**config.mk**
```make
export PLATFORM = sky130hd
export DESIGN_NAME = scp_parser
export DESIGN_NICKNAME = d
export VERILOG_FILES = /design/src/verilog/scp_parser.v
export VERILOG_INCLUDE_DIRS = /design/src /design/src/verilog
export SDC_FILE = /design/constraint.sdc
export NUM_CORES = 1
export LEC_CHECK = 0
export ABC_CLOCK_PERIOD_IN_PS = 11200
export BUFFER_PORTS_ARGS = -buffer_cell sky130_fd_sc_hd__buf_2
export CORE_UTILIZATION = 50
export DETAILED_ROUTE_END_ITERATION = 6
export PLACE_DENSITY = 0.64
export SYNTH_ARGS = -nofsm -noshare
export SYNTH_HDL_FRONTEND = slang
export SYNTH_SLANG_ARGS = --single-unit
```
**constraint.sdc**
```tcl
create_clock -name clk -period 11.2 [get_ports clk]
set_input_delay 2.24 -clock clk [delete_from_list [all_inputs] [get_ports clk]]
set_output_delay 2.24 -clock clk [all_outputs]
set_load 0.1 [all_outputs]
```
**src/verilog/scp_consts.vh**
```
`ifndef SCP_CONSTS_VH
`define SCP_CONSTS_VH
`define SCP_LF 8'h0A
`define SCP_CR 8'h0D
`define SCP_SP 8'h20
`define SCP_COLON 8'h3A
`define SCP_SEMI 8'h3B
`define SCP_COMMA 8'h2C
`define SCP_QMARK 8'h3F
`define SCP_STAR 8'h2A
`define SCP_ASCII0 8'h30
`define SCP_N_SENS 4'h1
`define SCP_N_CORR 4'h2
`define SCP_N_BEAM 4'h3
`define SCP_N_WAV 4'h4
`define SCP_N_AVER 4'h5
`define SCP_N_CURR 4'h6
`define SCP_N_DC 4'h7
`define SCP_N_RANG 4'h8
`define SCP_N_AUTO 4'h9
`define SCP_NODES 9
`define SCP_KW_MAX 4'hC
`define SCP_K_NONE 2'h0
`define SCP_K_NUM 2'h1
`define SCP_K_BOOL 2'h2
`define SCP_S_VAL 2'h0
`define SCP_S_MIN 2'h1
`define SCP_S_MAX 2'h2
`define SCP_S_DEF 2'h3
`define SCP_E_HDR 3'h1
`define SCP_E_PARAM 3'h2
`define SCP_E_SYN 3'h3
`define SCP_E_LEN 3'h4
`define SCP_E_FULL 3'h5
`define SCP_BEAM_MIN 16'h0001
`define SCP_BEAM_MAX 16'h0064
`define SCP_BEAM_DEF 16'h0005
`define SCP_WAV_MIN 16'h0190
`define SCP_WAV_MAX 16'h044C
`define SCP_WAV_DEF 16'h0277
`define SCP_AVER_MIN 16'h0001
`define SCP_AVER_MAX 16'h2710
`define SCP_AVER_DEF 16'h0001
`define SCP_RANG_MIN 16'h0000
`define SCP_RANG_MAX 16'h0007
`define SCP_RANG_DEF 16'h0007
`define SCP_AUTO_DEF 16'h0001
`define SCP_EF_VAL 32
`define SCP_EF_PCNT 48
`define SCP_EF_SEL 50
`define SCP_EF_QRY 52
`define SCP_EF_NODE 53
`define SCP_EF_COM 57
`define SCP_EW 58
`endif

```
**src/verilog/scp_parser.v**
```verilog
`include "scp_consts.vh"

// Summary of operation
// Keywords match in short form or complete long form.
// Keyword matching ignores letter case.
// Any other truncation or extension of a keyword is an error.
// A colon descends one level in the command tree.
// Host puts a blank between the last keyword and first parameter.
// Parameters are separated by commas; the parser splits and counts them.
// Semicolon starts a new command relative to the previous command's parent.
// Semicolon then colon restarts at root; other subsystem after bare semicolon errors.
// Optional nodes match whether present or omitted.
// A missing optional parameter takes its default value.
// MIN and MAX set the lowest or highest allowed value.
// A trailing question mark makes a query returning the present value.
// A query with MIN or MAX returns the limit, not the value.
// Host reads each response before sending another query.
// Line feed ends a string; nothing executes before a terminator.
// A byte flagged end-or-identify is taken as itself, then followed by an implied line feed.
// Carriage return followed by line feed is also a terminator.
// Any terminator resets the keyword path to the root.
// Common commands start with an asterisk, four or five characters long.
// Chained common commands execute in received order.
// Syntax errors drop the command, log an error, skip to terminator.
// Boolean query answers are always the character 0 or 1.
module scp_parser #(
  parameter QDEPTH = 4,
  parameter QAW = 2
) (
  input wire clk,
  input wire reset_n,
  input wire ce,
  input wire byte_valid,
  input wire [7:0] byte_data,
  input wire byte_eoi,
  output wire in_ready,
  output wire exec_valid,
  output wire exec_common,
  output wire [3:0] exec_node,
  output wire exec_query,
  output wire [15:0] exec_value,
  output wire [1:0] exec_pcount,
  output wire [31:0] exec_code,
  output wire resp_valid,
  output wire [15:0] resp_data,
  output wire err_valid,
  output wire [2:0] err_code,
  output wire [7:0] err_count
);
  localparam S_CMD = 3'h0;
  localparam S_KW = 3'h1;
  localparam S_QRY = 3'h2;
  localparam S_PAR = 3'h3;
  localparam S_CR = 3'h4;
  localparam S_SKIP = 3'h5;
  localparam S_EXEC = 3'h6;

  function [7:0] up;
    input [7:0] ch;
    up = (ch >= 8'h61 && ch <= 8'h7A) ? ch - 8'h20 : ch;
  endfunction

  function is_let;
    input [7:0] ch;
    is_let = ch >= 8'h41 && ch <= 8'h5A;
  endfunction

  function is_dig;
    input [7:0] ch;
    is_dig = ch >= 8'h30 && ch <= 8'h39;
  endfunction

  function [95:0] kw_short;
    input [3:0] n;
    case (n)
      `SCP_N_SENS: kw_short = "SENS";
      `SCP_N_CORR: kw_short = "CORR";
      `SCP_N_BEAM: kw_short = "BEAM";
      `SCP_N_WAV: kw_short = "WAV";
      `SCP_N_AVER: kw_short = "AVER";
      `SCP_N_CURR: kw_short = "CURR";
      `SCP_N_DC: kw_short = "DC";
      `SCP_N_RANG: kw_short = "RANG";
      `SCP_N_AUTO: kw_short = "AUTO";
      default: kw_short = 96'h0;
    endcase
  endfunction

  function [95:0] kw_long;
    input [3:0] n;
    case (n)
      `SCP_N_SENS: kw_long = "SENSE";
      `SCP_N_CORR: kw_long = "CORRECTION";
      `SCP_N_BEAM: kw_long = "BEAMDIAMETER";
      `SCP_N_WAV: kw_long = "WAVELENGTH";
      `SCP_N_AVER: kw_long = "AVERAGE";
      `SCP_N_CURR: kw_long = "CURRENT";
      `SCP_N_DC: kw_long = "DC";
      `SCP_N_RANG: kw_long = "RANGE";
      `SCP_N_AUTO: kw_long = "AUTO";
      default: kw_long = 96'h0;
    endcase
  endfunction

  function [3:0] node_par;
    input [3:0] n;
    case (n)
      `SCP_N_CORR: node_par = `SCP_N_SENS;
      `SCP_N_BEAM: node_par = `SCP_N_CORR;
      `SCP_N_WAV: node_par = `SCP_N_CORR;
      `SCP_N_AVER: node_par = `SCP_N_SENS;
      `SCP_N_DC: node_par = `SCP_N_CURR;
      `SCP_N_RANG: node_par = `SCP_N_DC;
      `SCP_N_AUTO: node_par = `SCP_N_RANG;
      default: node_par = 4'h0;
    endcase
  endfunction

  function node_opt;
    input [3:0] n;
    node_opt = n == `SCP_N_SENS || n == `SCP_N_DC;
  endfunction

  function [1:0] node_kind;
    input [3:0] n;
    case (n)
      `SCP_N_BEAM, `SCP_N_WAV, `SCP_N_AVER, `SCP_N_RANG: node_kind = `SCP_K_NUM;
      `SCP_N_AUTO: node_kind = `SCP_K_BOOL;
      default: node_kind = `SCP_K_NONE;
    endcase
  endfunction

  function [15:0] lim;
    input [3:0] n;
    input [1:0] s;
    case (n)
      `SCP_N_BEAM: lim = s == `SCP_S_MIN ? `SCP_BEAM_MIN :
        s == `SCP_S_MAX ? `SCP_BEAM_MAX : `SCP_BEAM_DEF;
      `SCP_N_WAV: lim = s == `SCP_S_MIN ? `SCP_WAV_MIN :
        s == `SCP_S_MAX ? `SCP_WAV_MAX : `SCP_WAV_DEF;
      `SCP_N_AVER: lim = s == `SCP_S_MIN ? `SCP_AVER_MIN :
        s == `SCP_S_MAX ? `SCP_AVER_MAX : `SCP_AVER_DEF;
      `SCP_N_RANG: lim = s == `SCP_S_MIN ? `SCP_RANG_MIN :
        s == `SCP_S_MAX ? `SCP_RANG_MAX : `SCP_RANG_DEF;
      `SCP_N_AUTO: lim = s == `SCP_S_MIN ? 16'h0000 :
        s == `SCP_S_MAX ? 16'h0001 : `SCP_AUTO_DEF;
      default: lim = 16'h0000;
    endcase
  endfunction

  // Exact short or long spelling, child of the path or of an optional child
  function [3:0] resolve;
    input [3:0] cur;
    input [95:0] b;
    integer i;
    reg [3:0] p;
    begin
      resolve = 4'h0;
      for (i = 1; i <= `SCP_NODES; i = i + 1) begin
        p = node_par(i[3:0]);
        if ((b == kw_short(i[3:0]) || b == kw_long(i[3:0])) &&
            (p == cur || (node_opt(p) && node_par(p) == cur)))
          resolve = i[3:0];
      end
    end
  endfunction

  reg [2:0] state_q;
  reg [95:0] buf_q;
  reg [3:0] len_q, cur_q, node_q;
  reg com_q, query_q, tany_q, tnum_q, tstop_q, eoi_pend_q;
  reg [1:0] sel_q, pcnt_q;
  reg [15:0] val_q;
  reg [31:0] code_q;
  reg [QAW-1:0] wr_q, rd_q;
  reg [QAW:0] cnt_q;
  reg [`SCP_EW-1:0] q_mem [0:QDEPTH-1];
  reg [15:0] set_q [0:15];
  reg in_ready_q, exec_valid_q, exec_common_q, exec_query_q, resp_valid_q, err_valid_q;
  reg [3:0] exec_node_q;
  reg [15:0] exec_value_q, resp_data_q;
  reg [1:0] exec_pcount_q;
  reg [31:0] exec_code_q;
  reg [2:0] err_code_q;
  reg [7:0] err_count_q;
  integer k;

  wire take = byte_valid & in_ready_q;
  wire go = take | eoi_pend_q;
  wire [7:0] c = up(eoi_pend_q ? `SCP_LF : byte_data);
  wire term = c == `SCP_LF;
  wire ends = c == `SCP_SEMI || term || c == `SCP_CR;
  wire [3:0] hit_w = resolve(cur_q, buf_q);
  wire kw_fin = state_q == S_KW;
  wire com_ok = len_q == 4'h3 || len_q == 4'h4;
  wire append = is_let(c) || is_dig(c) || (com_q && c == `SCP_QMARK);
  wire w_min = buf_q == "MIN" || buf_q == "MINIMUM";
  wire w_max = buf_q == "MAX" || buf_q == "MAXIMUM";
  wire w_def = buf_q == "DEF" || buf_q == "DEFAULT";
  wire w_on = buf_q == "ON";
  wire w_off = buf_q == "OFF";
  wire tok_bad = tany_q & ~tnum_q & ~(w_min | w_max | w_def | w_on | w_off);
  wire [1:0] tok_sel = tnum_q ? `SCP_S_VAL : w_min ? `SCP_S_MIN :
    w_max ? `SCP_S_MAX : w_def ? `SCP_S_DEF : `SCP_S_VAL;
  wire [15:0] tok_val = tnum_q ? val_q : {15'h0000, w_on};
  wire par_tok = state_q == S_PAR && tany_q;
  wire first_tok = par_tok && pcnt_q == 2'h0;
  wire [1:0] f_pc = (par_tok && pcnt_q != 2'h3) ? pcnt_q + 2'h1 : pcnt_q;
  wire [1:0] f_sel0 = first_tok ? tok_sel : sel_q;
  wire [1:0] f_sel = (!query_q && !com_q && f_pc == 2'h0) ? `SCP_S_DEF : f_sel0;
  wire [15:0] f_val = first_tok ? tok_val : val_q;
  wire [3:0] f_node = (kw_fin && !com_q) ? hit_w : node_q;
  wire [31:0] code_e = (kw_fin && com_q) ? buf_q[31:0] : code_q;
  wire fin_w = go && ends && (kw_fin || state_q == S_QRY || state_q == S_PAR);
  reg [2:0] f_err;

  always @* begin
    if (state_q == S_PAR && tok_bad)
      f_err = `SCP_E_PARAM;
    else if (com_q)
      f_err = (kw_fin && !com_ok) ? `SCP_E_LEN : 3'h0;
    else if (f_node == 4'h0 || node_kind(f_node) == `SCP_K_NONE)
      f_err = `SCP_E_HDR;
    else
      f_err = 3'h0;
    if (f_err == 3'h0 && cnt_q == QDEPTH[QAW:0])
      f_err = `SCP_E_FULL;
  end

  wire [`SCP_EW-1:0] f_entry = {com_q, f_node, query_q, f_sel, f_pc, f_val, code_e};
  wire [`SCP_EW-1:0] e = q_mem[rd_q];
  wire [3:0] e_node = e[`SCP_EF_NODE +: 4];
  wire [1:0] e_sel = e[`SCP_EF_SEL +: 2];
  wire [15:0] e_val = e[`SCP_EF_VAL +: 16];
  wire e_bool = node_kind(e_node) == `SCP_K_BOOL;
  wire [15:0] e_lim = lim(e_node, e_sel);
  wire [15:0] e_lo = lim(e_node, `SCP_S_MIN);
  wire [15:0] e_hi = lim(e_node, `SCP_S_MAX);
  wire [15:0] s_new = e_sel != `SCP_S_VAL ? e_lim : e_bool ? {15'h0000, e_val != 16'h0000} :
    e_val < e_lo ? e_lo : e_val > e_hi ? e_hi : e_val;
  wire [15:0] r_raw = e_sel != `SCP_S_VAL ? e_lim : set_q[e_node];
  wire [15:0] r_data = e_bool ? {8'h00, `SCP_ASCII0 | {7'h00, r_raw[0]}} : r_raw;

  // Queue of parsed commands, held back until the string is terminated
  always @(posedge clk) begin
    if (ce && fin_w && f_err == 3'h0)
      q_mem[wr_q] <= f_entry;
  end

  task clr_cmd;
    begin
      buf_q <= 96'h0;
      len_q <= 4'h0;
      com_q <= 1'b0;
      query_q <= 1'b0;
      node_q <= 4'h0;
      sel_q <= `SCP_S_VAL;
      val_q <= 16'h0000;
      pcnt_q <= 2'h0;
      tany_q <= 1'b0;
      tnum_q <= 1'b0;
      tstop_q <= 1'b0;
      code_q <= 32'h0;
    end
  endtask

  task fail;
    input [2:0] code;
    begin
      err_valid_q <= 1'b1;
      err_code_q <= code;
      if (err_count_q != 8'hFF)
        err_count_q <= err_count_q + 8'h01;
      clr_cmd;
      state_q <= S_SKIP;
    end
  endtask

  task terminate;
    begin
      clr_cmd;
      cur_q <= 4'h0;
      state_q <= S_EXEC;
      in_ready_q <= 1'b0;
    end
  endtask

  task do_finish;
    begin
      if (f_err != 3'h0)
        fail(f_err);
      else begin
        wr_q <= wr_q + {{(QAW-1){1'b0}}, 1'b1};
        cnt_q <= cnt_q + {{QAW{1'b0}}, 1'b1};
        if (!com_q)
          cur_q <= node_par(f_node);
        clr_cmd;
        state_q <= S_CMD;
      end
      if (term)
        terminate;
      else if (c == `SCP_CR)
        state_q <= S_CR;
    end
  endtask

  always @(posedge clk or negedge reset_n) begin
    if (!reset_n) begin
      state_q <= S_CMD;
      buf_q <= 96'h0;
      len_q <= 4'h0;
      cur_q <= 4'h0;
      node_q <= 4'h0;
      com_q <= 1'b0;
      query_q <= 1'b0;
      tany_q <= 1'b0;
      tnum_q <= 1'b0;
      tstop_q <= 1'b0;
      eoi_pend_q <= 1'b0;
      sel_q <= `SCP_S_VAL;
      pcnt_q <= 2'h0;
      val_q <= 16'h0000;
      code_q <= 32'h0;
      wr_q <= {QAW{1'b0}};
      rd_q <= {QAW{1'b0}};
      cnt_q <= {(QAW+1){1'b0}};
      for (k = 0; k < 16; k = k + 1)
        set_q[k] <= lim(k[3:0], `SCP_S_DEF);
      in_ready_q <= 1'b1;
      exec_valid_q <= 1'b0;
      exec_common_q <= 1'b0;
      exec_query_q <= 1'b0;
      exec_node_q <= 4'h0;
      exec_value_q <= 16'h0000;
      exec_pcount_q <= 2'h0;
      exec_code_q <= 32'h0;
      resp_valid_q <= 1'b0;
      resp_data_q <= 16'h0000;
      err_valid_q <= 1'b0;
      err_code_q <= 3'h0;
      err_count_q <= 8'h00;
    end else if (ce) begin
      exec_valid_q <= 1'b0;
      resp_valid_q <= 1'b0;
      err_valid_q <= 1'b0;
      eoi_pend_q <= 1'b0;
      if (take && byte_eoi && byte_data != `SCP_LF) begin
        eoi_pend_q <= 1'b1;
        in_ready_q <= 1'b0;
      end
      if (go) begin
        case (state_q)
          S_CMD: begin
            if (c == `SCP_COLON)
              cur_q <= 4'h0;
            else if (c == `SCP_STAR) begin
              com_q <= 1'b1;
              state_q <= S_KW;
            end else if (is_let(c)) begin
              buf_q <= {buf_q[87:0], c};
              len_q <= 4'h1;
              state_q <= S_KW;
            end else if (term)
              terminate;
            else if (c == `SCP_CR)
              state_q <= S_CR;
            else if (c != `SCP_SP && c != `SCP_SEMI)
              fail(`SCP_E_SYN);
          end
          S_KW: begin
            if (append) begin
              if (len_q == `SCP_KW_MAX)
                fail(`SCP_E_LEN);
              else begin
                buf_q <= {buf_q[87:0], c};
                len_q <= len_q + 4'h1;
              end
            end else if (ends)
              do_finish;
            else if (com_q) begin
              if (c == `SCP_SP && com_ok) begin
                code_q <= buf_q[31:0];
                buf_q <= 96'h0;
                len_q <= 4'h0;
                state_q <= S_PAR;
              end else
                fail(com_ok ? `SCP_E_SYN : `SCP_E_LEN);
            end else if (hit_w == 4'h0)
              fail(`SCP_E_HDR);
            else if (c == `SCP_COLON) begin
              cur_q <= hit_w;
              buf_q <= 96'h0;
              len_q <= 4'h0;
            end else if (c == `SCP_QMARK || c == `SCP_SP) begin
              node_q <= hit_w;
              query_q <= c == `SCP_QMARK;
              buf_q <= 96'h0;
              len_q <= 4'h0;
              state_q <= c == `SCP_QMARK ? S_QRY : S_PAR;
            end else
              fail(`SCP_E_SYN);
          end
          S_QRY: begin
            if (c == `SCP_SP)
              state_q <= S_PAR;
            else if (ends)
              do_finish;
            else
              fail(`SCP_E_SYN);
          end
          S_PAR: begin
            if (ends)
              do_finish;
            else if (c == `SCP_COMMA) begin
              if (tok_bad)
                fail(`SCP_E_PARAM);
              else begin
                if (first_tok) begin
                  val_q <= tok_val;
                  sel_q <= tok_sel;
                end
                pcnt_q <= f_pc;
                buf_q <= 96'h0;
                len_q <= 4'h0;
                tany_q <= 1'b0;
                tnum_q <= 1'b0;
                tstop_q <= 1'b0;
              end
            end else if (is_dig(c) && (!tany_q || tnum_q)) begin
              tany_q <= 1'b1;
              tnum_q <= 1'b1;
              if (!tstop_q && pcnt_q == 2'h0)
                val_q <= (val_q << 3) + (val_q << 1) + {12'h000, c[3:0]};
            end else if (tnum_q)
              tstop_q <= 1'b1;
            else if (is_let(c) && len_q != `SCP_KW_MAX) begin
              buf_q <= {buf_q[87:0], c};
              len_q <= len_q + 4'h1;
              tany_q <= 1'b1;
            end else if (c != `SCP_SP)
              fail(`SCP_E_PARAM);
          end
          S_CR: begin
            if (term)
              terminate;
            else
              fail(`SCP_E_SYN);
          end
          S_SKIP: begin
            if (term)
              terminate;
          end
          default: begin
          end
        endcase
      end
      if (state_q == S_EXEC) begin
        if (cnt_q == {(QAW+1){1'b0}}) begin
          state_q <= S_CMD;
          in_ready_q <= 1'b1;
        end else begin
          rd_q <= rd_q + {{(QAW-1){1'b0}}, 1'b1};
          cnt_q <= cnt_q - {{QAW{1'b0}}, 1'b1};
          exec_valid_q <= 1'b1;
          exec_common_q <= e[`SCP_EF_COM];
          exec_node_q <= e_node;
          exec_query_q <= e[`SCP_EF_QRY];
          exec_pcount_q <= e[`SCP_EF_PCNT +: 2];
          exec_code_q <= e[31:0];
          exec_value_q <= e_val;
          if (!e[`SCP_EF_COM] && e[`SCP_EF_QRY]) begin
            resp_valid_q <= 1'b1;
            resp_data_q <= r_data;
          end else if (!e[`SCP_EF_COM]) begin
            set_q[e_node] <= s_new;
            exec_value_q <= s_new;
          end
        end
      end
    end
  end

  assign in_ready = in_ready_q;
  assign exec_valid = exec_valid_q;
  assign exec_common = exec_common_q;
  assign exec_node = exec_node_q;
  assign exec_query = exec_query_q;
  assign exec_value = exec_value_q;
  assign exec_pcount = exec_pcount_q;
  assign exec_code = exec_code_q;
  assign resp_valid = resp_valid_q;
  assign resp_data = resp_data_q;
  assign err_valid = err_valid_q;
  assign err_code = err_code_q;
  assign err_count = err_count_q;
endmodule // scp_parser

```
==> impl_metrics.csv <==
group,metric,value,unit
status,status,"completed",
finish,fin_cells,4132,
floorplanning,num_rows,97,
power_and_ir_drop,power_density,147,mW/mm2
logic_synthesis,synth-seq-cells,751,
timing,grt_setup_unrepaired,"no",
finish,final_util,0.566,
worst_setup_path,cp-start-kind,"flip-flop",
timing,fin_crit,7.86,ns
global_route,grt_pass1_wl,156000,um
timing,tns,0,ns
power_and_ir_drop,clkPwrFrac,0.468,
floorplanning,coreArea,0.0701,mm2
timing,max_slew_margin,0.0605,
logic_synthesis,synth_commonest_cells,"dfrtp_1 (504), nand2_1 (492), o21ai_0 (247), edfxtp_1 (232), nor2_1 (173)",
global_route,grt_usage,0.286,
global_route,first_global_vias,25700,
placed_design,dp_hpwl,67900,um
timing,skew,0.0309,ns
logic_synthesis,synth.top_cell.area_share,0.355,
global_route,grt_start_max_net_pins,140,
clock_tree,clk_latency,0.64,ns
timing,holdWs,0.463,ns
timing,max_freq,0.127,GHz
placed_design,dp_slack,3.36,ns
clock_tree,cts_setup_buffers,0,
worst_setup_path,path_cells,"buf_4 -> mux4_4 -> or2_2 -> nor2_1 -> inv_1 -> nand2_1 -> nor2_1 -> ha_1 -> o21a_1 -> o21ai_0 -> a21oi_1 -> o41ai_1 -> a21boi_0 -> o21a_1 -> a21oi_1 -> mux2_2 -> a21oi_1 -> o21ai_0",
timing,post-route-worst-setup-slack,3.34,ns
worst_setup_path,crit_path_end_kind,"flip-flop",
clock_tree,cts_buffers,81,
logic_synthesis,synthTopCellsByArea,"dfrtp_1 (36%), edfxtp_1 (20%), mux4_2 (8.6%)",
finish,synthToLayoutAreaGrowth,11.8,%
finish,drive_gt1_frac,0.164,
logic_synthesis,syn_inst,3077,
global_route,antenna_found_initial,2,
routing,dr_wl_met2,46500,um
routing,drc_errors,0,
floorplanning,initial_core_util,0.506,
placed_design,port_buffers,99,
floorplanning,die_w,268,um
power_and_ir_drop,p_switching,1.34,mW
logic_synthesis,async_flop_share,0.691,
placed_design,place.gp.congestion,0.955,
floorplanning,die_area,0.0721,mm2
power_and_ir_drop,pwr-share-comb,0.044,
clock_tree,cts_max_path_buffers,3,
worst_setup_path,cp.arrival,8.33,ns
worst_setup_path,criticalPathCategory,"flip-flop to flip-flop",
worst_setup_path,cp.required,11.67,ns
power_and_ir_drop,p_sw_frac,0.229,
floorplanning,num_io_pins,100,
logic_synthesis,synthesis.area,0.0355,mm2
routing,vias_per_cell,6.22,
placed_design,dp.cells,3982,
flow_run,drv_cap,0,
finish,multiInputGateArea,0.0147,mm2
worst_setup_path,path_max_fanout,34,
finish,nets,3197,
timing,setup_viol,0,
logic_synthesis,synth_warnings,0,
routing,drt-total-wl,102000,um
timing,period_share,0.702,
clock_tree,clk_pin_slew,0.06,ns
routing,drt-met1-wl,45800,um
logic_synthesis,synth_most_common_cell,"dfrtp_1",
clock_tree,cts-root-buf,"clkbuf_16",
clock_tree,htree_levels,3,
power_and_ir_drop,vdd_drop_max,126,uV
clock_tree,ctsHoldBuffers,0,
placed_design,place_area,0.0369,mm2
routing,wl_per_cell,24.6,um
finish,fill_cells,5986,
timing,slew_violations,0,
clock_tree,cts-resized-gates,0,
logic_synthesis,yosysUniqueCellTypes,96,
power_and_ir_drop,leakage,16.2,nW
routing,top_layer_used,"met4",
routing,initialDrtViolationCount,2093,
logic_synthesis,syn_avg_cell_area,11.5,um2
worst_setup_path,path_common_cell,"a21oi_1",
worst_setup_path,max_stage_delay,1.09,ns
finish,fin_area,0.0397,mm2
power_and_ir_drop,seqPwrFrac,0.488,
routing,ant_nets,0,
floorplanning,die_h,268,um
finish,seq_area,0.0200,mm2
min_path,holdCritPathClass,"flip-flop to flip-flop",
global_route,grt_overflow,0,
logic_synthesis,syn_nets,3149,
min_path,holdPathStages,2,
power_and_ir_drop,intPower,4.50,mW
clock_tree,clkSinkCount,751,
timing,max_slew.worst_pin.slew,1.40,ns
timing,finalHoldViolCount,0,
clock_tree,tritoncts,"built",
power_and_ir_drop,total_power,5.84,mW
routing,wl_met3,6540,um
worst_setup_path,reg2reg_depth,18,
worst_setup_path,critPathSlowestCell,"mux4_4",
finish,diodes,0,
logic_synthesis,synth_edf_count,232,
routing,dr.pass1.iters,5,
logic_synthesis,yosysTopAreaCell,"dfrtp_1",
routing,num_vias,25700,
logic_synthesis,ys.flop_type,"dfrtp_1",
logic_synthesis,synth.yosys.seq_area_share,0.563,
-- per-layer routing --
metal,vias to the layer above,track usage
li1,11500,-
met1,13100,0.421
met2,961,0.434
met3,175,0.0463
met4,0,0.0904
met5,-,0
-- sequential cells by signal, indices dropped and copies added (netlist names), 8 cells and up --
register    count
resp_data      16
buf_q          96
val_q          16
err_count       8
set_q         256
code_q         32
q_mem         232
exec_code      32
exec_value     16
-- final cells by class --
cell class | instances | area share
flip-flops and latches | 751 | 0.503
well taps | 940 | 0.0296
repair buffers | 151 | 0.0229
inverters | 60 | 0.00567
clock buffers | 119 | 0.0588
multi-input cells | 2080 | 0.369
clock inverters | 31 | 0.0104
-- cell usage in the layout, fill, tap and decap left out, drive strengths merged, types with 17 or more instances in the layout --
cell / synthesis / layout
nor2: 173 / 173
dfrtp: 504 / 504
nor4: 56 / 56
edfxtp: 232 / 232
nor4b: 20 / 20
o21ai: 249 / 249
nand2: 493 / 493
nand4: 45 / 45
ha: 57 / 57
xnor2: 19 / 19
a21oi: 89 / 89
a22o: 141 / 141
clkinv: 1 / 22
clkbuf: 162 / 119
and2: 51 / 51
buf: 24 / 151
inv: 59 / 62
nor3: 62 / 62
nand2b: 17 / 17
nor2b: 44 / 44
nand3: 98 / 98
mux2: 48 / 48
and3: 22 / 22
mux4: 135 / 135
-- worst paths after layout --
check	start	to	slack (ns)
min in group asynchronous	reset_n	set_q[101]$_DFFE_PN0P_	1.62
hold / removal	code_q[31]$_DFFE_PN0P_	code_q[31]$_DFFE_PN0P_	0.46
hold reg to reg	code_q[31]$_DFFE_PN0P_	code_q[31]$_DFFE_PN0P_	0.46
setup / recovery	rd_q[0]$_DFFE_PN0P_	set_q[115]$_DFFE_PN0P_	3.34
setup reg to reg	rd_q[0]$_DFFE_PN0P_	set_q[115]$_DFFE_PN0P_	3.34
max in group asynchronous	reset_n	rd_q[0]$_DFFE_PN0P_	7.19
-- worst max-delay path, delay by kind of cell, from the launching register on --
kind / cells / cell delay (ns)
compound gates: 9 / 3.03
simple gates: 4 / 1.08
buf+inv: 2 / 0.94
mux: 2 / 1.53
fa+ha+maj: 1 / 0.31
flops: 1 / 0.76
-- power by group through the flow --
| stage | logic [mW] | registers, mW | clock network [mW] |
|---|---|---|---|
| final | 0.256 | 2.85 | 2.73 |
| after global routing | 0.281 | 2.85 | 2.89 |
| after CTS | 0.259 | 2.85 | 2.78 |
| after detailed placement | 0.258 | 2.90 | 0 |
| after global placement | 0.253 | 2.90 | 0 |
| after floorplan | 0.135 | 2.93 | 0 |
-- logic make-up after synthesis --
logic type | Yosys count | synth area share
and+or+nand+nor | 1182 | 0.163
DFF | 751 | 0.563
AOI/OAI and AO/OA | 625 | 0.117
buffers and inverters | 246 | 0.0263
muxes | 191 | 0.104
adders and majority gates | 59 | 0.0212
xor gates and xnor gates | 23 | 0.00568
Power figures use the tool's default switching activity.
